## src/core/tpwc_regs.vh

```
// Purpose: Register map, field positions and codes of the pulse width capture timer.
// Assumes: Included by bare name from the core design files.
// Notes:   Byte address is four times the register index.
`ifndef TPWC_REGS_VH
`define TPWC_REGS_VH

// Register indices (word addresses)
`define TPWC_IDX_W          4
`define TPWC_IDX_COUNT      4'h0
`define TPWC_IDX_CC_A       4'h1
`define TPWC_IDX_CC_B       4'h2
`define TPWC_IDX_MODE       4'h3
`define TPWC_IDX_CAPCTL     4'h4
`define TPWC_IDX_OUTCTL     4'h5
`define TPWC_IDX_PRESCALE   4'h6
`define TPWC_IDX_NONE       4'hF
`define TPWC_ADDR_HI_ZERO   7'h00

// mode_control_reg fields
`define TPWC_MODE_OVF       0
`define TPWC_MODE_LO        2
`define TPWC_MODE_HI        3
`define TPWC_MODE_STOP      2'h0
`define TPWC_MODE_FREE      2'h1
`define TPWC_MODE_EDGECLR   2'h2
`define TPWC_MODE_MATCHCLR  2'h3

// capture_control_reg fields
`define TPWC_CAP_A_CAPTURE  0
`define TPWC_CAP_A_REVERSE  1
`define TPWC_CAP_B_CAPTURE  2
`define TPWC_CAPCTL_W       3

// timer_output_control fields
`define TPWC_OUT_ENABLE     0
`define TPWC_OUT_INV_A      1
`define TPWC_OUT_PRE_LOW    2
`define TPWC_OUT_PRE_HIGH   3
`define TPWC_OUT_INV_B      4
`define TPWC_OUT_SP_EN      5
`define TPWC_OUT_SP_TRIG    6
`define TPWC_OUTCTL_W       8
`define TPWC_PRESET_HIGH    2'h2
`define TPWC_PRESET_LOW     2'h1

// prescaler_mode_reg fields
`define TPWC_PRE_EDGE_A_LO  0
`define TPWC_PRE_EDGE_B_LO  2
`define TPWC_PRE_DIV_LO     4
`define TPWC_PRESCALE_W     6
`define TPWC_EDGE_FALL      2'h0
`define TPWC_EDGE_RISE      2'h1
`define TPWC_EDGE_NONE      2'h2
`define TPWC_EDGE_BOTH      2'h3

// Count clock divisor codes: divide by 1, 2, 4, 8
`define TPWC_DIV_W          3
`define TPWC_DIV_MASK1      3'h0
`define TPWC_DIV_MASK2      3'h1
`define TPWC_DIV_MASK4      3'h3
`define TPWC_DIV_MASK8      3'h7

// Counter values and bus constants
`define TPWC_CNT_ZERO       16'h0000
`define TPWC_CNT_MAX        16'hFFFF
`define TPWC_WORD_ZERO      32'h0000_0000
`define TPWC_HRESP_OKAY     1'b0

`endif

```

## src/core/tpwc_timer.v

```verilog
// Purpose: 16-bit timer with pulse width capture, compare and output preset.
// Assumes: AHB-Lite slave, zero wait states, single word transfers.
// Notes:   Capture pins pass a synchroniser and a two-sample filter.
`timescale 1ns/100ps
`default_nettype none
`include "tpwc_regs.vh"

// Overview of operation
// - Free-running: input B edge captures into A
// - Free-running: input A edge captures into B
// - Reverse phase of input A captures into A
// - Edge-clear mode: capture into B, clear counter
// - A trigger selectable; B always input A
// - Overflow flag sticky until written zero
// - No irq A on reverse phase capture
// - No toggle on B match when disabled
// - Stopped: presets drive output, default low
// - Preset pair 10 drives output high
// - 01 low, 00 unchanged, 11 forbidden
// - Start keeps level from last preset
// - Output toggles at each irq A when TPWC_OUT_INV_A is set
// - Capture now, interrupt at next count clock
// - Edge valid after two equal samples
// - Capture edges ignored while stopped
module tpwc_timer
(
    // Clock and reset
    input  wire        MCLK,
    input  wire        RST,
    // AHB-Lite slave
    input  wire        HSEL,
    input  wire [11:0] HADDR,
    input  wire [1:0]  HTRANS,
    input  wire        HWRITE,
    input  wire [2:0]  HSIZE,
    input  wire        HREADY,
    input  wire [31:0] HWDATA,
    output reg  [31:0] HRDATA,
    output reg         HREADYOUT,
    output reg         HRESP,
    // Capture inputs
    input  wire        CAPTURE_INPUT_A,
    input  wire        CAPTURE_INPUT_B,
    // Timer output and interrupts
    output reg         TIMER_OUTPUT_PIN,
    output reg         MATCH_CAPTURE_IRQ_A,
    output reg         IRQ_B
);

    ////////////////////////////////////////////////////////////////////////////
    // State

    reg  [15:0]                  main_counter_q;
    reg  [15:0]                  capture_compare_a_q;
    reg  [15:0]                  capture_compare_b_q;
    reg  [1:0]                   mode_q;
    reg                          overflow_flag_q;
    reg  [`TPWC_CAPCTL_W-1:0]    capture_control_q;
    reg  [`TPWC_OUTCTL_W-1:0]    output_control_q;
    reg  [`TPWC_PRESCALE_W-1:0]  prescaler_mode_q;
    reg                          cap_a_pend_q;
    reg                          cap_b_pend_q;
    reg                          wr_pend_q;
    reg  [`TPWC_IDX_W-1:0]       wr_idx_q;

    wire                         count_tick;
    wire                         running;
    wire                         in_a_valid;
    wire                         in_a_reverse;
    wire                         in_b_valid;
    wire                         in_b_reverse;
    wire                         addr_phase;
    wire                         bus_write;
    wire                         cap_a_event;
    wire                         cap_a_irq_event;
    wire                         cap_b_event;
    wire                         match_a;
    wire                         match_b;
    wire                         fire_a;
    wire                         fire_b;
    wire                         edge_clear;
    wire                         match_clear;
    wire [1:0]                   preset_pair;

    ////////////////////////////////////////////////////////////////////////////
    // Register index decode

    function [`TPWC_IDX_W-1:0] reg_index;
        input [11:0] addr;
        begin
            if (addr[11:5] == `TPWC_ADDR_HI_ZERO && addr[4:2] <= 3'h6)
                reg_index = {1'b0, addr[4:2]};
            else
                reg_index = `TPWC_IDX_NONE;
        end
    endfunction

    ////////////////////////////////////////////////////////////////////////////
    // Count clock and capture input filters

    tpwc_count_clock u_count_clock
    (
        .clk     (MCLK),
        .rst     (RST),
        .div_sel (prescaler_mode_q[`TPWC_PRE_DIV_LO+1:`TPWC_PRE_DIV_LO]),
        .tick    (count_tick)
    );

    assign running = (mode_q != `TPWC_MODE_STOP);

    tpwc_edge_filter u_filter_a
    (
        .clk          (MCLK),
        .rst          (RST),
        .run          (running),
        .sample_en    (count_tick),
        .edge_sel     (prescaler_mode_q[`TPWC_PRE_EDGE_A_LO+1:`TPWC_PRE_EDGE_A_LO]),
        .pin_in       (CAPTURE_INPUT_A),
        .valid_edge   (in_a_valid),
        .reverse_edge (in_a_reverse)
    );

    tpwc_edge_filter u_filter_b
    (
        .clk          (MCLK),
        .rst          (RST),
        .run          (running),
        .sample_en    (count_tick),
        .edge_sel     (prescaler_mode_q[`TPWC_PRE_EDGE_B_LO+1:`TPWC_PRE_EDGE_B_LO]),
        .pin_in       (CAPTURE_INPUT_B),
        .valid_edge   (in_b_valid),
        .reverse_edge (in_b_reverse)
    );

    ////////////////////////////////////////////////////////////////////////////
    // Capture and compare events

    assign cap_a_event = capture_control_q[`TPWC_CAP_A_CAPTURE] &
                         (capture_control_q[`TPWC_CAP_A_REVERSE] ? in_a_reverse : in_b_valid);
    assign cap_a_irq_event = capture_control_q[`TPWC_CAP_A_CAPTURE] &
                             ~capture_control_q[`TPWC_CAP_A_REVERSE] & in_b_valid;
    assign cap_b_event = capture_control_q[`TPWC_CAP_B_CAPTURE] & in_a_valid;

    assign match_a = running & count_tick & ~capture_control_q[`TPWC_CAP_A_CAPTURE] &
                     (main_counter_q == capture_compare_a_q);
    assign match_b = running & count_tick & ~capture_control_q[`TPWC_CAP_B_CAPTURE] &
                     (main_counter_q == capture_compare_b_q);

    // interrupt one count clock after capture
    assign fire_a = (count_tick & cap_a_pend_q) | match_a;
    assign fire_b = (count_tick & cap_b_pend_q) | match_b;

    assign edge_clear  = (mode_q == `TPWC_MODE_EDGECLR) & in_a_valid;
    assign match_clear = (mode_q == `TPWC_MODE_MATCHCLR) & match_a;

    ////////////////////////////////////////////////////////////////////////////
    // AHB-Lite address and data phase tracking

    assign addr_phase = HSEL & HTRANS[1] & HREADY;
    assign bus_write  = wr_pend_q;

    always @(posedge MCLK)
    begin
        if (RST)
        begin
            wr_pend_q <= 1'b0;
            wr_idx_q  <= `TPWC_IDX_NONE;
            HRDATA    <= `TPWC_WORD_ZERO;
            HREADYOUT <= 1'b1;
            HRESP     <= `TPWC_HRESP_OKAY;
        end
        else
        begin
            HREADYOUT <= 1'b1;
            HRESP     <= `TPWC_HRESP_OKAY;
            if (HREADY)
            begin
                wr_pend_q <= addr_phase & HWRITE;
                wr_idx_q  <= reg_index(HADDR);
            end
            if (addr_phase && !HWRITE)
            begin
                case (reg_index(HADDR))
                    `TPWC_IDX_COUNT:    HRDATA <= {16'h0000, main_counter_q};
                    `TPWC_IDX_CC_A:     HRDATA <= {16'h0000, capture_compare_a_q};
                    `TPWC_IDX_CC_B:     HRDATA <= {16'h0000, capture_compare_b_q};
                    `TPWC_IDX_MODE:     HRDATA <= {28'h000_0000, mode_q, 1'b0,
                                                   overflow_flag_q};
                    `TPWC_IDX_CAPCTL:   HRDATA <= {29'h0000_0000, capture_control_q};
                    `TPWC_IDX_OUTCTL:   HRDATA <= {24'h00_0000, output_control_q};
                    `TPWC_IDX_PRESCALE: HRDATA <= {26'h000_0000, prescaler_mode_q};
                    default:            HRDATA <= `TPWC_WORD_ZERO;
                endcase
            end
        end
    end

    ////////////////////////////////////////////////////////////////////////////
    // Configuration registers

    assign preset_pair = HWDATA[`TPWC_OUT_PRE_HIGH:`TPWC_OUT_PRE_LOW];

    always @(posedge MCLK)
    begin
        if (RST)
        begin
            mode_q            <= `TPWC_MODE_STOP;
            capture_control_q <= 3'h0;
            output_control_q  <= 8'h00;
            prescaler_mode_q  <= 6'h00;
        end
        else if (bus_write)
        begin
            case (wr_idx_q)
                `TPWC_IDX_MODE:     mode_q <= HWDATA[`TPWC_MODE_HI:`TPWC_MODE_LO];
                `TPWC_IDX_CAPCTL:   capture_control_q <= HWDATA[`TPWC_CAPCTL_W-1:0];
                `TPWC_IDX_OUTCTL:   output_control_q <= HWDATA[`TPWC_OUTCTL_W-1:0];
                `TPWC_IDX_PRESCALE: prescaler_mode_q <= HWDATA[`TPWC_PRESCALE_W-1:0];
                default:            mode_q <= mode_q;
            endcase
        end
    end

    ////////////////////////////////////////////////////////////////////////////
    // Counter, capture registers and overflow flag

    always @(posedge MCLK)
    begin
        if (RST)
        begin
            main_counter_q      <= `TPWC_CNT_ZERO;
            capture_compare_a_q <= `TPWC_CNT_ZERO;
            capture_compare_b_q <= `TPWC_CNT_ZERO;
            overflow_flag_q     <= 1'b0;
        end
        else
        begin
            // Software writes; a capture in the same cycle takes precedence
            if (bus_write && wr_idx_q == `TPWC_IDX_CC_A)
                capture_compare_a_q <= HWDATA[15:0];
            if (bus_write && wr_idx_q == `TPWC_IDX_CC_B)
                capture_compare_b_q <= HWDATA[15:0];
            if (bus_write && wr_idx_q == `TPWC_IDX_MODE && !HWDATA[`TPWC_MODE_OVF])
                overflow_flag_q <= 1'b0;

            if (!running)
                main_counter_q <= `TPWC_CNT_ZERO;
            else
            begin
                if (cap_a_event)
                    capture_compare_a_q <= main_counter_q;
                if (cap_b_event)
                    capture_compare_b_q <= main_counter_q;
                if (edge_clear || match_clear)
                    main_counter_q <= `TPWC_CNT_ZERO;
                else if (count_tick)
                    main_counter_q <= main_counter_q + 16'h0001;
                if (count_tick && main_counter_q == `TPWC_CNT_MAX && !edge_clear)
                    overflow_flag_q <= 1'b1;
            end
        end
    end

    ////////////////////////////////////////////////////////////////////////////
    // Interrupt pulses

    always @(posedge MCLK)
    begin
        if (RST)
        begin
            cap_a_pend_q        <= 1'b0;
            cap_b_pend_q        <= 1'b0;
            MATCH_CAPTURE_IRQ_A <= 1'b0;
            IRQ_B               <= 1'b0;
        end
        else
        begin
            cap_a_pend_q        <= running & (cap_a_irq_event | (cap_a_pend_q & ~count_tick));
            cap_b_pend_q        <= running & (cap_b_event | (cap_b_pend_q & ~count_tick));
            MATCH_CAPTURE_IRQ_A <= running & fire_a;
            IRQ_B               <= running & fire_b;
        end
    end

    ////////////////////////////////////////////////////////////////////////////
    // Timer output level

    always @(posedge MCLK)
    begin
        if (RST)
            TIMER_OUTPUT_PIN <= 1'b0;
        else if (!running)
        begin
            if (bus_write && wr_idx_q == `TPWC_IDX_OUTCTL)
            begin
                if (preset_pair == `TPWC_PRESET_HIGH)
                    TIMER_OUTPUT_PIN <= 1'b1;
                else if (preset_pair == `TPWC_PRESET_LOW)
                    TIMER_OUTPUT_PIN <= 1'b0;
            end
        end
        else
            TIMER_OUTPUT_PIN <= TIMER_OUTPUT_PIN ^
                                (fire_a & output_control_q[`TPWC_OUT_INV_A]) ^
                                (match_b & output_control_q[`TPWC_OUT_INV_B]);
    end

endmodule
`default_nettype wire

```

## src/core/tpwc_count_clock.v

```verilog
// Purpose: Count clock enable divider.
// Assumes: One clock domain, synchronous active high reset.
// Notes:   Emits a one-cycle enable every 1, 2, 4 or 8 clocks.
`timescale 1ns/100ps
`default_nettype none
`include "tpwc_regs.vh"

module tpwc_count_clock
(
    // Clock and reset
    input  wire       clk,
    input  wire       rst,
    // Control
    input  wire [1:0] div_sel,
    // Count clock enable
    output wire       tick
);

    reg  [`TPWC_DIV_W-1:0] div_q;
    reg  [`TPWC_DIV_W-1:0] mask;

    always @*
    begin
        case (div_sel)
            2'h0:    mask = `TPWC_DIV_MASK1;
            2'h1:    mask = `TPWC_DIV_MASK2;
            2'h2:    mask = `TPWC_DIV_MASK4;
            default: mask = `TPWC_DIV_MASK8;
        endcase
    end

    assign tick = ((div_q & mask) == mask);

    always @(posedge clk)
    begin
        if (rst)
            div_q <= `TPWC_DIV_MASK1;
        else
            div_q <= div_q + 3'h1;
    end

endmodule
`default_nettype wire

```

## src/core/tpwc_edge_filter.v

```verilog
// Purpose: Pin synchroniser, two-sample noise filter and edge classifier.
// Assumes: Sample enable is the count clock; run low while the timer stops.
// Notes:   Edge pulses are combinational and aligned with the sample enable.
`timescale 1ns/100ps
`default_nettype none
`include "tpwc_regs.vh"

module tpwc_edge_filter
(
    // Clock and reset
    input  wire       clk,
    input  wire       rst,
    // Control
    input  wire       run,
    input  wire       sample_en,
    input  wire [1:0] edge_sel,
    // Pin
    input  wire       pin_in,
    // Detected edges
    output wire       valid_edge,
    output wire       reverse_edge
);

    reg  sync1_q;
    reg  sync2_q;
    reg  sync3_q;
    reg  stable_q;
    reg  samp_q;
    reg  level_q;
    wire change;
    wire rise;
    wire fall;
    wire sel_rise;
    wire sel_fall;

    // Three-flop synchroniser; a change counts once stages two and three agree
    always @(posedge clk)
    begin
        if (rst)
        begin
            sync1_q  <= 1'b0;
            sync2_q  <= 1'b0;
            sync3_q  <= 1'b0;
            stable_q <= 1'b0;
        end
        else
        begin
            sync1_q <= pin_in;
            sync2_q <= sync1_q;
            sync3_q <= sync2_q;
            if (sync2_q == sync3_q)
                stable_q <= sync3_q;
        end
    end

    assign change = run & sample_en & (stable_q == samp_q) & (stable_q != level_q);
    assign rise   = change & stable_q;
    assign fall   = change & ~stable_q;

    always @(posedge clk)
    begin
        if (rst || !run)
        begin
            samp_q  <= 1'b0;
            level_q <= 1'b0;
        end
        else if (sample_en)
        begin
            samp_q <= stable_q;
            if (change)
                level_q <= stable_q;
        end
    end

    assign sel_rise     = (edge_sel == `TPWC_EDGE_RISE) | (edge_sel == `TPWC_EDGE_BOTH);
    assign sel_fall     = (edge_sel == `TPWC_EDGE_FALL) | (edge_sel == `TPWC_EDGE_BOTH);
    assign valid_edge   = (rise & sel_rise) | (fall & sel_fall);
    assign reverse_edge = (rise & sel_fall) | (fall & sel_rise);

endmodule
`default_nettype wire

```

## config.mk

```make
export PLATFORM = sky130hd
export DESIGN_NAME = tpwc_timer
export DESIGN_NICKNAME = d
export VERILOG_FILES = /design/src/core/tpwc_timer.v /design/src/core/tpwc_count_clock.v /design/src/core/tpwc_edge_filter.v
export VERILOG_INCLUDE_DIRS = /design/src /design/src/core
export SDC_FILE = /design/constraint.sdc
export NUM_CORES = 1
export LEC_CHECK = 0
export CAP_MARGIN = 20
export CELL_PAD_IN_SITES_DETAIL_PLACEMENT = 0
export CELL_PAD_IN_SITES_GLOBAL_PLACEMENT = 1
export CORE_MARGIN = 4
export CORE_UTILIZATION = 40
export CTS_BUF_LIST = sky130_fd_sc_hd__clkbuf_16
export DETAILED_ROUTE_END_ITERATION = 10
export DONT_BUFFER_PORTS = 1
export PLACE_DENSITY_LB_ADDON = 0.1
export REMOVE_ABC_BUFFERS = 1
export SLEW_MARGIN = 20
export SYNTH_ARGS = -nofsm -noshare
export SYNTH_HDL_FRONTEND = slang
export SYNTH_SLANG_ARGS = --single-unit
```

## constraint.sdc

```tcl
create_clock -name MCLK -period 2.4 [get_ports MCLK]
set_input_delay 0.12 -clock MCLK [delete_from_list [all_inputs] [get_ports MCLK]]
set_output_delay 0.12 -clock MCLK [all_outputs]
set_load 0.005 [all_outputs]
```

=== Word-level counts from Yosys, hierarchy flattened ===
Index checks and enable logic that the tools add are counted.

* Bits in registers: 125
* Word-level logic and storage cells: 173
* Bits of input ports: 56
* Output and inout bits: 37

* Add/sub/neg operators: 2
* Reductions and logical operators: 31
* Muxes and demuxes: 19
* Order comparisons: 1
* Eq/ne operators: 32
* Bitwise operators: 59

{| class="wikitable"
|+ Operator list
! cell !! number
|-
| 16-bit case mux with 7 select lines || 1
|-
| 16-bit two-way mux || 6
|-
| 1-bit AND || 38
|-
| 16-bit equality test || 2
|-
| 4-bit by 3-bit equality test with 1-bit output (second input constant) || 6
|-
| 16-bit by 1-bit adder with 16-bit output (second input constant) || 1
|-
| 16-bit equality test (second input constant) || 1
|-
| 4-bit by 2-bit equality test with 1-bit output (second input constant) || 4
|-
| 2-bit AND reduction || 7
|-
| 2-bit equality test (second input constant) || 6
|-
| 4-bit two-way mux || 3
|-
| 1-bit bitwise OR || 11
|-
| 1-bit logical AND || 9
|-
| 3-bit case mux with 3 select lines || 1
|-
| 2-bit by 1-bit equality test with 1-bit output (second input constant) || 4
|-
| 4-bit by 1-bit equality test with 1-bit output (second input constant) || 2
|-
| 1-bit two-way mux || 8
|-
| 7-bit zero test || 1
|-
| 1-bit inverter || 7
|-
| 2-bit zero test || 3
|-
| 1-bit equality test || 4
|-
| 1-bit zero test || 4
|-
| 4-bit zero test || 1
|-
| 2-bit nonzero test || 2
|-
| other kinds (9) || 12
|}

=== Longest topological paths before layout ===
Gate-level depths: netlist of run 1.

* Depth after elaboration: 15
* Mapped depth: 9
* Depth with buffers taken out: 8

=== Modules after synthesis ===
A second synthesis of run 1 with hierarchy kept.

* Cells, all modules: 641
* Area, all modules: 5,716.7 um^2

{| class="wikitable"
|+ Modules (own cells, without submodules)
! module !! area an instance (um^2) !! times used !! sequential area each (um^2) !! cells an instance
|-
| tpwc_timer || 5,018.6 || 1 || 1,881.8 || 571
|-
| tpwc_edge_filter || 289.0 || 2 || 120.1 || 29
|-
| tpwc_count_clock || 120.1 || 1 || 60.1 || 12
|}

=== Worst setup path before layout of run 1 ===
No wires, ideal clock.

* Path type: register -> register
* Start point: reg main_counter_q[7]
* End point: reg TIMER_OUTPUT_PIN
* Clock period less this slack: 2,019 ps
* Stages on the path, launching flop included: 8
* Slack: 381 ps
* Arrival time: 1,957 ps
* Buffers on the path: 1
* Setup time: 62 ps
* Data required time: 2,338 ps
* Cells stage by stage: dfxtp_1 -> clkbuf_1 -> xnor2_1 -> nand4_1 -> or3_1 -> o31a_1 -> or4_1 -> nand3_1

* Word-level cells in the longest chain between the ends: 7
* Elaborated cells on any way between the ends: 10
* Those cells by class: eq/ne (2); mux (1); bitwise (7)

{| class="wikitable"
|+ RTL lines
! item !! line !! text
|-
| start: declaration || tpwc_timer.v:53 || <nowiki>reg [15:0] main_counter_q;</nowiki>
|-
| start signal: assignment || tpwc_timer.v:231 || <nowiki>main_counter_q <= `TPWC_CNT_ZERO;</nowiki>
|-
| start signal: assignment || tpwc_timer.v:247 || <nowiki>main_counter_q <= `TPWC_CNT_ZERO;</nowiki>
|-
| start signal: assignment || tpwc_timer.v:255 || <nowiki>main_counter_q <= `TPWC_CNT_ZERO;</nowiki>
|-
| 16-bit equality test || tpwc_timer.v:145 || <nowiki>(main_counter_q == capture_compare_a_q);</nowiki>
|-
| 1-bit AND || tpwc_timer.v:144 || <nowiki>assign match_a = running & count_tick & ~capture_control_q[`TPWC_CAP_A_CAPTURE] &</nowiki>
|-
| 1-bit bitwise OR || tpwc_timer.v:150 || <nowiki>assign fire_a = (count_tick & cap_a_pend_q) | match_a;</nowiki>
|-
| 1-bit AND || tpwc_timer.v:304 || <nowiki>(fire_a & output_control_q[`TPWC_OUT_INV_A]) ^</nowiki>
|-
| 1-bit bitwise XOR || tpwc_timer.v:303 || <nowiki>TIMER_OUTPUT_PIN <= TIMER_OUTPUT_PIN ^</nowiki>
|-
| 1-bit bitwise XOR (*) || tpwc_timer.v:303 ||
|-
| 1-bit two-way mux (*) || tpwc_timer.v:292 || <nowiki>else if (!running)</nowiki>
|-
| end signal: assignment || tpwc_timer.v:303 ||
|-
| end: declaration || tpwc_timer.v:45 || <nowiki>output reg TIMER_OUTPUT_PIN,</nowiki>
|}

Mark *: on every way between the ends. The rest lies on a longest branch, timed or not.
A chain may end at the register's enable or synchronous reset.

=== Worst setup path in the final report of run 1 ===
* Start point: reg main_counter_q[0]
* End point: reg TIMER_OUTPUT_PIN

The elaborated chain is that of the path after synthesis.

==> metrics.md, run 1 <==
| Metric | Value |
|---|---|
| Initial DRC count | approximately 370 |
| Final setup TNS | 0 ps |
| Element type at the critical path start | flip-flop |
| Synthesized area per cell | 9.00 sq um |
| Worst skew pair latency | 360 ps |
| Root Buffer | clkbuf_16 |
| Full die area | 0.0161 sq mm |
| Worst reg-to-reg setup slack | ~220 ps |
| CP Max Fanout | 6 |
| Slew margin rel. | 0.523 |
| Max Cap Viol | 0 |
| Tcrit/Tclk final | 0.907 |
| Share of cells above drive strength 1 | 0.103 |
| Worst path top cell family by delay | simple AND/OR/NAND/NOR gates |
| Cell leakage power | 2.60 nW |
| Drt first pass iters | 6 |
| Final hold vios | 0 |
| I/O pins | 93 |
| Yosys warns | 0 |
| GRT Total Usage | 0.212 |
| Vias in the first global route | around 4,500 |
| Row cnt | 43 |
| WP data arrival | 2480 ps |
| Nets | 707 |
| R2R cell count | 6 |
| Die Width | ~130 um |
| Number of synthesized flops with an enable pin | 0 |
| Setup Fix Bufs, Post-CTS | 0 |
| Antenna cells | 0 |
| RSZ-0062 raised after global routing | false |
| Register bit total from synthesis | approximately 110 |
| Ys async rst share | 0 |
| Synth cell types | 56 |
| Util after Layout | 0.463 |
| Vias | 4,696 |
| Buf+Inv Stages, Crit Path | 0 |
| Post-Syn Instances | 630 |
| Crit-path cells | xor2_1 > nor4_2 > nand3_1 > o31a_1 > or4_1 > nand3_1 |
| Outcome | completed |
| Final-report setup violation count | 0 |
| Worst r2r src | main_counter_q[0]$_SDFFE_PP0N_ |
| First-pass GRT wire length | between 20,000 and 30,000 um |
| Congestion Overflow GR | 0 |
| Placed insts | 790 |
| Clock-pin slew on the worst setup and hold paths | 80 ps |
| Minimum clock period | approximately 2200 ps |
| CP Capture Type | flip-flop |
| Post-synth top flop | dfxtp_1 |
| Required time of the critical path | 2710 ps |
| Cell area after synthesis | 0.00567 sq mm |
| CTS buffer count | 9 |
| Setup WS post-layout | roughly 220 ps |
| Slew Limit Fails | 0 |
| Largest net degree at the start of global routing | 81 |
| Placed Instance Area | 0.00586 sq mm |
| CP startpoint | main_counter_q[0]$_SDFFE_PP0N_ |
| Crit-path max cell delay | 510 ps |
| Post-route cell area | 0.00642 sq mm |
| CTS H-Tree Depth | 3 |
| WS Path Type | reg -> reg |
| Worst R2R End | TIMER_OUTPUT_PIN$_SDFFE_PP0P_ |
| Place WS | about 150 ps |
| Die span in y | 127 um |
| Most common cell on crit path | nand3_1 |
| CTS tree | yes |
| Via/cell ratio | ~5.7 |
| Maximum vdd ir drop | 0.412 mV |
| Num Clock Sinks | 109 |
| Routed Antenna Nets | 0 |
| Core area | 0.0139 sq mm |
| Drt drc | 0 |
| Hold Path Class | in -> reg |
| Worst-path cell with the longest stage delay | dfxtp_1 |
| Hold depth | 2 |
| Worst Skew | 7.56 ps |
| Max Fclk | 459 MHz |
| Area Growth Syn to Fin | 13.2% |
| Initial Util | 0.409 |
| Slew @ Worst Pin | 711 ps |
| Hold_sp | HWDATA[10] |
| Buffers on Ports | 0 |
| Antenna violations before repair | 0 |
| Gpl congestion | about 0.86 |
| Sequential share of the synthesized area | 0.385 |
| Final wirelength | 17,100 um |
| Final cell count without fillers | 830 |
| Wire per inst | 20.6 um |
| Fillers | 1,358 |
| HPWL after detailed placement | 11,500 um |
| Cell Pwr Density | 543 mW/mm^2 |
| Max clock buf depth | 2 |
| Worst hold endpoint | capture_compare_b_q[10]$_SDFF_PP0_ |
-- routing by layer --
| metal | share of wire | vias to the layer above | global-route usage |
|---|---|---|---|
| met5 | 0 | - | 0 |
| met4 | 0.025 | 0 | 0.0858 |
| met3 | 0.065 | 26 | 0.0272 |
| met2 | 0.44 | 150 | 0.323 |
| met1 | 0.47 | 2278 | 0.305 |
| li1 | - | 2242 | - |
-- metrics by stage --
stage,hold slack [ps],power [mW]
after global placement,201,1.91
final,14.7,3.49
after CTS,4.14,3.52
after floorplan,187,1.90
after global routing,28.7,3.59
after detailed placement,203,1.91
-- worst max path at each step --
stage / to / depth (start not counted)
6_report: TIMER_OUTPUT_PIN$_SDFFE_PP0P_ / 6
5_1_grt: TIMER_OUTPUT_PIN$_SDFFE_PP0P_ / 6
4_1_cts: TIMER_OUTPUT_PIN$_SDFFE_PP0P_ / 6
3_5_place_dp: TIMER_OUTPUT_PIN$_SDFFE_PP0P_ / 6
3_3_place_gp: TIMER_OUTPUT_PIN$_SDFFE_PP0P_ / 6
2_1_floorplan: capture_compare_a_q[2]$_SDFF_PP0_ / 4
-- layout by cell type (no fill, tap or decap), drive strengths merged, types with 3 or more instances in the layout --
cell type,n
mux2,20
mux2i,52
nand2b,5
clkinv,3
buf,32
nor4,13
xnor2,26
clkbuf,9
a22oi,6
a21oi,22
nand2,29
nand3b,3
a222oi,13
nor2,98
dfxtp,109
nor3,10
inv,11
nor2b,12
nand3,14
nand4,9
a211oi,20
ha,6
nor4b,6
nand4b,3
a2bb2oi,11
xor2,22
dlygate4sd3,23
o21ai,16
conb,18
-- state kept, by name, indices dropped and copies added (netlist names), 2 cells and up --
name,flops
mode_q,2
wr_idx_q,4
capture_compare_a_q,16
u_count_clock.div_q,3
output_control_q,8
capture_control_q,3
prescaler_mode_q,6
capture_compare_b_q,16
HRDATA,16
main_counter_q,16
-- report_power, final --
part	total (mW)	internal (mW)	switching, mW
clock network	1.56	0.817	0.741
logic	0.111	0.0473	0.0634
registers	1.82	1.82	0.00624
total	3.49	2.68	0.811
-- synth_stat cells, types with 4 or more instances --
cell / count / area, sq um
dfxtp_1: 109 / 2180
nor2_1: 98 / 368
mux2i_1: 52 / 521
clkbuf_1: 34 / 128
nand2_1: 29 / 109
xnor2_1: 26 / 228
a21oi_1: 22 / 110
xor2_1: 22 / 193
a211oi_1: 20 / 150
buf_4: 20 / 150
mux2_1: 14 / 158
nand3_1: 14 / 70.1
a222oi_1: 13 / 130
nor2b_1: 12 / 75.1
a2bb2oi_1: 11 / 96.3
o21ai_0: 11 / 55.1
buf_2: 10 / 50.1
nand4_1: 9 / 56.3
nor3_1: 9 / 45.0
nor4_1: 9 / 56.3
inv_1: 7 / 26.3
a22oi_1: 6 / 45.0
ha_1: 6 / 75.1
mux2_2: 6 / 67.6
nand2b_1: 5 / 31.3
o21ai_1: 5 / 25.0
nor4b_1: 4 / 35.0
-- logic make-up (layout without fill, tap and decap cells) --
group,Yosys count,after routing,share of synthesized area
buffers and inverters,75,79,0.0690
AOI/OAI and AO/OA,104,104,0.131
adders and majority gates,6,6,0.0132
other,2,18,0.00132
xor gates and xnor gates,48,48,0.0741
DFF,109,109,0.385
and+or+nand+nor,213,213,0.191
muxes,73,73,0.135
-- layout make-up --
type	instances	area (sq um)	share of cell area
multi-input cells	462	3170	0.494
flip-flops and latches	109	2180	0.340
repair buffers	55	515	0.0803
clock buffers	9	225	0.0351
well taps	180	225	0.0351
clock inverters	7	71.3	0.0111
inverters	8	30.0	0.00468
-- worst register-to-register path, stage by stage (launching register included) --
cell	delay (ps)
dfxtp_1	510
xor2_1	140
nor4_2	350
nand3_1	200
o31a_1	330
or4_1	500
nand3_1	90
-- timing repair --
item	CTS	global route
hold buffers	24	0
setup endpoints to repair	0	1
resized for setup	0	1
endpoints found under the hold margin	84	0
Power figures use the tool's default switching activity.
==> run 2: changes to the inputs <==
--- a/config.mk
+++ b/config.mk
@@ -9,9 +9,7 @@
 export CAP_MARGIN = 20
 export CELL_PAD_IN_SITES_DETAIL_PLACEMENT = 0
 export CELL_PAD_IN_SITES_GLOBAL_PLACEMENT = 1
-export CORE_MARGIN = 4
 export CORE_UTILIZATION = 40
-export CTS_BUF_LIST = sky130_fd_sc_hd__clkbuf_16
 export DETAILED_ROUTE_END_ITERATION = 10
 export DONT_BUFFER_PORTS = 1
 export PLACE_DENSITY_LB_ADDON = 0.1
==> constraint.sdc (replaced) <==
create_clock -name MCLK -period 2.6 [get_ports MCLK]
set_input_delay 0.13 -clock MCLK [delete_from_list [all_inputs] [get_ports MCLK]]
set_output_delay 0.13 -clock MCLK [all_outputs]
set_load 0.005 [all_outputs]
==> run 2 against run 1 <==
Combinational power fell by 18%. Setup slack improved by 19 ps. Sequential power fell by 8%. Wire length fell by 2.7%. Total power fell by 8.2%. Clock power fell by 8%. Fmax fell by 7.7%. Critical path type unchanged. Critical endpoint unchanged.
==> metrics.md, run 2 (synthesized netlist as in run 1, its figures left out) <==
| Metric | Value |
|---|---|
| Die Width | 121 um (was 127 um) |
| Slew Limit Fails | 0 (unchanged) |
| I/O pins | 93 (unchanged) |
| Sw Ratio | 0.223 (was 0.232) |
| CTS Hold Buffers Added | 16 (was 24) |
| Crit-path max cell delay | 530 ps (was 510 ps) |
| CP Capture Type | flip-flop (unchanged) |
| Worst skew pair latency | 360 ps (about the same) |
| Worst Hold Margin | 7.73 ps (was 14.7 ps) |
| Cell leakage power | 2.52 nW (was 2.60 nW) |
| Share of cells above drive strength 1 | 0.0956 (was 0.103) |
| CTS tree | yes (unchanged) |
| Psw | 716 uW (was 811 uW) |
| Clock share of power | 0.447 (was 0.446) |
| Fillers | 1,372 (was 1,358) |
| HPWL after detailed placement | 11,100 um (was 11,500 um) |
| Final setup TNS | 0 ps (unchanged) |
| GRT Total Usage | 0.231 (was 0.212) |
| Slew @ Worst Pin | 646 ps (was 711 ps) |
| Antenna cells | 0 (unchanged) |
| Final-report setup violation count | 0 (unchanged) |
| Required time of the critical path | 2900 ps (was 2710 ps) |
| Internal power | 2.49 mW (was 2.68 mW) |
| Wire per inst | 20.4 um (was 20.6 um) |
| CTS buffer count | 9 (unchanged) |
| CP Max Fanout | 3 (was 6) |
| Max Cap Viol | 0 (unchanged) |
| Hold Path Class | in -> reg (unchanged) |
| Drt drc | 0 (unchanged) |
| Num Clock Sinks | 109 (unchanged) |
| Outcome | completed (unchanged) |
| Buffers on Ports | 0 (unchanged) |
| Largest net degree at the start of global routing | 81 (unchanged) |
| Clock-pin slew on the worst setup and hold paths | 70 ps (was 80 ps) |
| Sequential Power Share | 0.525 (was 0.522) |
| Slew margin rel. | 0.568 (was 0.523) |
| Row cnt | 43 (unchanged) |
| Hold depth | 2 (unchanged) |
| Worst r2r src | capture_compare_b_q[6]$_SDFF_PP0_ (was main_counter_q[0]$_SDFFE_PP0N_) |
| Nets | 695 (was 707) |
| Worst-path cell with the longest stage delay | nor4_1 (was dfxtp_1) |
| Footprint of the multi-input gates | 0.00317 sq mm (about the same) |
| WP data arrival | 2660 ps (was 2480 ps) |
| Most common cell after layout, fill and taps aside | dfxtp_1 (unchanged) |
| Hold_sp | HWDATA[11] (was HWDATA[10]) |
| Worst path top cell family by delay | simple AND/OR/NAND/NOR gates (unchanged) |
| Vias in the first global route | 4,259 (was 4,515) |
| Most common cell on crit path | nand3_1 (unchanged) |
| CTS H-Tree Depth | 3 (unchanged) |
| Worst hold endpoint | capture_compare_b_q[11]$_SDFF_PP0_ (was capture_compare_b_q[10]$_SDFF_PP0_) |
| Drt first pass iters | 6 (unchanged) |
| Initial Util | 0.409 (unchanged) |
| Maximum vdd ir drop | 0.310 mV (was 0.412 mV) |
| Setup Fix Bufs, Post-CTS | 0 (unchanged) |
| Element type at the critical path start | flip-flop (unchanged) |
| Worst reg-to-reg setup slack | 240 ps (was 220 ps) |
| Commonest cells after routing, fill and taps aside | dfxtp_1, nor2_1, mux2i_1, nand2_1 (was dfxtp_1, nor2_1, mux2i_1, nand2_1, buf_4) |
| Seq. cell area | 0.00218 sq mm (unchanged) |
| Antenna violations before repair | 0 (unchanged) |
| Root Buffer | clkbuf_16 (unchanged) |
| Gpl congestion | 0.814 (was 0.857) |
| R2R cell count | 7 (was 6) |
| Die span in y | 121 um (was 127 um) |
| Final hold vios | 0 (unchanged) |
| Buf+Inv Stages, Crit Path | 1 (was 0) |
| Worst R2R End | TIMER_OUTPUT_PIN$_SDFFE_PP0P_ (unchanged) |
| WS Path Type | reg -> reg (unchanged) |
| Full die area | 0.0147 sq mm (was 0.0161 sq mm) |
| Resized cells post-CTS | 0 (unchanged) |
| Max clock buf depth | 2 (unchanged) |
| Initial DRC count | 453 (was 366) |
| Core area | 0.0139 sq mm (unchanged) |
| Congestion Overflow GR | 0 (unchanged) |
| Crit-path cells | xor2_1 > nor4_1 > buf_4 > nand3_1 > o31a_1 > or4_1 > nand3_1 (was xor2_1 > nor4_2 > nand3_1 > o31a_1 > or4_1 > nand3_1) |
| Final wirelength | 16,700 um (was 17,100 um) |
| Vias | 4,577 (was 4,696) |
| Combinational power share | 0.028 (was 0.032) |
| Routed Antenna Nets | 0 (unchanged) |
| Max Fclk | 424 MHz (was 459 MHz) |
| First-pass GRT wire length | 25,100 um (was 26,400 um) |
| Minimum clock period | 2360 ps (was 2180 ps) |
| Cell Pwr Density | 509 mW/mm^2 (was 543 mW/mm^2) |
| Worst Skew | 7.88 ps (was 7.56 ps) |
| Tcrit/Tclk final | 0.907 (about the same) |
| Area Growth Syn to Fin | 11.1% (was 13.2%) |
| RSZ-0062 raised after global routing | false (unchanged) |
| Via/cell ratio | 5.60 (was 5.66) |
[run 2: worst max-delay path by stage]
stage                                 startpoint                                 to  slack [ps]  cells past startpoint
6_report       capture_compare_b_q[6]$_SDFF_PP0_      TIMER_OUTPUT_PIN$_SDFFE_PP0P_         240                      7
5_1_grt        capture_compare_b_q[6]$_SDFF_PP0_      TIMER_OUTPUT_PIN$_SDFFE_PP0P_         210                      7
4_1_cts        capture_compare_b_q[6]$_SDFF_PP0_      TIMER_OUTPUT_PIN$_SDFFE_PP0P_         300                      7
3_5_place_dp   capture_compare_b_q[6]$_SDFF_PP0_      TIMER_OUTPUT_PIN$_SDFFE_PP0P_         340                      7
3_3_place_gp   capture_compare_b_q[6]$_SDFF_PP0_      TIMER_OUTPUT_PIN$_SDFFE_PP0P_         360                      7
2_1_floorplan           wr_idx_q[1]$_SDFFE_PP1P_  capture_compare_a_q[2]$_SDFF_PP0_         440                      4
[run 2: layout make-up]
class / instances / area share
Tap cell: 180 / 0.0358
Multi-Input combinational cell: 462 / 0.503
Sequential cell: 109 / 0.346
Inverter: 8 / 0.00477
Clock inverter: 5 / 0.00934
Clock buffer: 11 / 0.0385
Timing Repair Buffer: 43 / 0.0624
[run 2: stage by stage]
step	setup slack (ps)	area [sq um]	util	std cells	total power [mW]
6_report	243	6300	0.454	818	3.21
5_1_grt	213	6300	0.454	818	3.31
4_1_cts	303	6300	0.454	818	3.24
3_5_place_dp	335	5820	0.419	786	1.76
3_3_place_gp	355	5820	0.419	786	1.76
2_1_floorplan	439	5370	-	579	1.75
[run 2: worst reg2reg max path, cell delays in order, from the launching register on]
cell	delay (ps)
dfxtp_1	340
xor2_1	150
nor4_1	530
buf_4	210
nand3_1	140
o31a_1	330
or4_1	510
nand3_1	90
[run 2: power groups by stage]
stage,sequential (mW),clock (mW),combinational (mW)
floorplan,1.72,0,0.0336
global placement,1.72,0,0.0405
detailed placement,1.72,0,0.0412
CTS,1.68,1.47,0.0907
global route,1.68,1.53,0.100
finish,1.68,1.43,0.0909
[run 2: layer usage]
metal  share of wire  up-vias  global-route usage
li1                -     2206                   -
met5               0        -                   0
met3           0.056       15              0.0287
met1            0.49     2213               0.341
met4           0.014        0              0.0687
met2            0.44      143               0.350
==> run 3: changes to the inputs <==
--- a/config.mk
+++ b/config.mk
@@ -17,4 +17,5 @@
 export SLEW_MARGIN = 20
 export SYNTH_ARGS = -nofsm -noshare
 export SYNTH_HDL_FRONTEND = slang
+export SYNTH_HIERARCHICAL = 1
 export SYNTH_SLANG_ARGS = --single-unit
==> run 3 against run 2 <==
Final cell count unchanged. Sequential power about the same. Clock skew up 3.0 ps. Synthesized area up 0.57%. Total power down 0.35%. Synthesized cell count up 1.6%. Non-clock buffer count down 9. Sequential share of layout area up 0.28 points. Combinational power up 19%. Critical path type unchanged. Critical endpoint unchanged. Largest power group unchanged.
==> metrics.md, run 3 <==
| Metric | Value |
|---|---|
| Hold Path Class | in -> reg (unchanged) |
| Place WS | 187 ps (was 335 ps) |
| Buffers on Ports | 0 (unchanged) |
| HPWL after detailed placement | 10,700 um (was 11,100 um) |
| Sequential Power Share | 0.528 (was 0.525) |
| Drt first pass iters | 5 (was 6) |
| Most common cell after layout, fill and taps aside | nor2_1 (was dfxtp_1) |
| Worst-path cell with the longest stage delay | dfxtp_1 (was nor4_1) |
| RSZ-0062 raised after global routing | false (unchanged) |
| Full die area | 0.0147 sq mm (about the same) |
| CTS tree | yes (unchanged) |
| Root Buffer | clkbuf_16 (unchanged) |
| Cell area after synthesis | 0.00570 sq mm (was 0.00567 sq mm) |
| Wire per inst | 19.5 um (was 20.4 um) |
| Cell leakage power | 2.53 nW (was 2.52 nW) |
| Gpl congestion | 0.790 (was 0.814) |
| Synthesized area per cell | 8.91 sq um (was 9.00 sq um) |
| Max clock buf depth | 2 (unchanged) |
| Congestion Overflow GR | 0 (unchanged) |
| Share of cells above drive strength 1 | 0.0925 (was 0.0956) |
| Row cnt | 43 (unchanged) |
| Hold depth | 2 (unchanged) |
| Slew margin rel. | 0.605 (was 0.568) |
| Antenna cells | 0 (unchanged) |
| WP data arrival | 2670 ps (was 2660 ps) |
| I/O pins | 93 (unchanged) |
| Core area | 0.0139 sq mm (unchanged) |
| Combinational power share | 0.034 (was 0.028) |
| Die Width | 121 um (about the same) |
| Cell Pwr Density | 511 mW/mm^2 (was 509 mW/mm^2) |
| Clock share of power | 0.438 (was 0.447) |
| Initial Util | 0.411 (was 0.409) |
| R2R cell count | 6 (was 7) |
| Routed Antenna Nets | 0 (unchanged) |
| Yosys warns | 6 (was 0) |
| Internal power | 2.48 mW (was 2.49 mW) |
| Placed Instance Area | 0.00577 sq mm (was 0.00582 sq mm) |
| Slew @ Worst Pin | 592 ps (was 646 ps) |
| Largest net degree at the start of global routing | 90 (was 81) |
| Post-Syn Instances | 640 (was 630) |
| Nets | 695 (unchanged) |
| Via/cell ratio | 5.66 (was 5.60) |
| Worst r2r src | main_counter_q[14]$_SDFFE_PP0P_ (was capture_compare_b_q[6]$_SDFF_PP0_) |
| Psw | 717 uW (was 716 uW) |
| Die span in y | 121 um (about the same) |
| Slew Limit Fails | 0 (unchanged) |
| Outcome | completed (unchanged) |
| Post-route cell area | 0.00625 sq mm (was 0.00630 sq mm) |
| Required time of the critical path | 2880 ps (was 2900 ps) |
| Max Cap Viol | 0 (unchanged) |
| Critical path depth | 6 (was 7) |
| CP Max Fanout | 8 (was 3) |
| Hold_sp | HWDATA[5] (was HWDATA[11]) |
| Setup WS post-layout | 213 ps (was 243 ps) |
| Final wirelength | 15,900 um (was 16,700 um) |
| Buf+Inv Stages, Crit Path | 0 (was 1) |
| Vias in the first global route | 4,490 (was 4,259) |
| Drt drc | 0 (unchanged) |
| Final hold vios | 0 (unchanged) |
| WS Path Type | reg -> reg (unchanged) |
| GRT Total Usage | 0.229 (was 0.231) |
| CTS buffer count | 9 (unchanged) |
| CP Capture Type | flip-flop (unchanged) |
| Max Fclk | 419 MHz (was 424 MHz) |
| Sw Ratio | 0.224 (was 0.223) |
| Antenna violations before repair | 0 (unchanged) |
| Final-report setup violation count | 0 (unchanged) |
| Minimum clock period | 2390 ps (was 2360 ps) |
| Worst path top cell family by delay | simple AND/OR/NAND/NOR gates (unchanged) |
| Setup Fix Bufs, Post-CTS | 0 (unchanged) |
| Crit-path max cell delay | 560 ps (was 530 ps) |
| Crit-path cells | xnor2_2 > nand4_1 > or4_4 > o31a_1 > or4_1 > o2111ai_1 (was xor2_1 > nor4_1 > buf_4 > nand3_1 > o31a_1 > or4_1 > nand3_1) |
| Clock-pin slew on the worst setup and hold paths | 70 ps (about the same) |
| Maximum vdd ir drop | 0.336 mV (was 0.310 mV) |
| Worst Skew | 10.9 ps (was 7.88 ps) |
| Commonest cells after routing, fill and taps aside | nor2_1, dfxtp_1, mux2i_1, a211oi_1, xor2_1 (was dfxtp_1, nor2_1, mux2i_1, nand2_1) |
| First-pass GRT wire length | 25,200 um (was 25,100 um) |
| CP startpoint | main_counter_q[14]$_SDFFE_PP0P_ (was capture_compare_b_q[6]$_SDFF_PP0_) |
| Final Power | 3.19 mW (was 3.21 mW) |
| Vias | 4,632 (was 4,577) |
| Element type at the critical path start | flip-flop (unchanged) |
| Area Growth Syn to Fin | 9.52% (was 11.1%) |
| Num Clock Sinks | 109 (unchanged) |
| CTS H-Tree Depth | 3 (unchanged) |
| Worst skew pair latency | 360 ps (about the same) |
| Initial DRC count | 375 (was 453) |
| Tcrit/Tclk final | 0.918 (was 0.907) |
-- run 3: path summary, 6_finish.rpt --
check                                      end  slack [ps]
max reg2reg      TIMER_OUTPUT_PIN$_SDFFE_PP0P_         210
max              TIMER_OUTPUT_PIN$_SDFFE_PP0P_         210
min reg2reg      u_filter_a/sync2_q$_SDFF_PP0_         440
min          capture_compare_b_q[5]$_SDFF_PP0_           8
-- run 3: stage by stage --
step	std cells	setup TNS [ps]	utilization	hold WS, ps
floorplan	588	-14110	-	197
finish	818	0	0.450	8.44
CTS	818	0	0.450	0.852
detailed placement	786	0	0.416	210
global route	818	0	0.450	7.02
global placement	786	0	0.416	208
-- run 3: power groups by stage --
stage / sequential (mW) / clock, mW / combinational [mW]
floorplan: 1.73 / 0 / 0.0427
global placement: 1.73 / 0 / 0.0568
detailed placement: 1.73 / 0 / 0.0583
CTS: 1.69 / 1.42 / 0.109
global route: 1.69 / 1.49 / 0.121
finish: 1.69 / 1.40 / 0.108
-- run 3: per-layer routing --
metal	global-route usage	wire length, um
met1	0.317	7730
met2	0.357	7160
met4	0.0903	291
met5	0	0
met3	0.0305	736
-- run 3: final cells by class --
| class | instances | area (sq um) |
|---|---|---|
| repair buffers | 34 | 325 |
| multi-input cells | 467 | 3170 |
| inverters | 12 | 45.0 |
| clock inverters | 3 | 17.5 |
| clock buffers | 13 | 280 |
| fillers | 1365 | 7630 |
| well taps | 180 | 225 |
| flip-flops and latches | 109 | 2180 |
-- run 3: what timing repair did --
action / CTS / global route
endpoints found under the hold margin: 89 / 0
hold buffers: 16 / 0
resized for setup: 0 / 1
endpoints found under the setup margin: 0 / 9
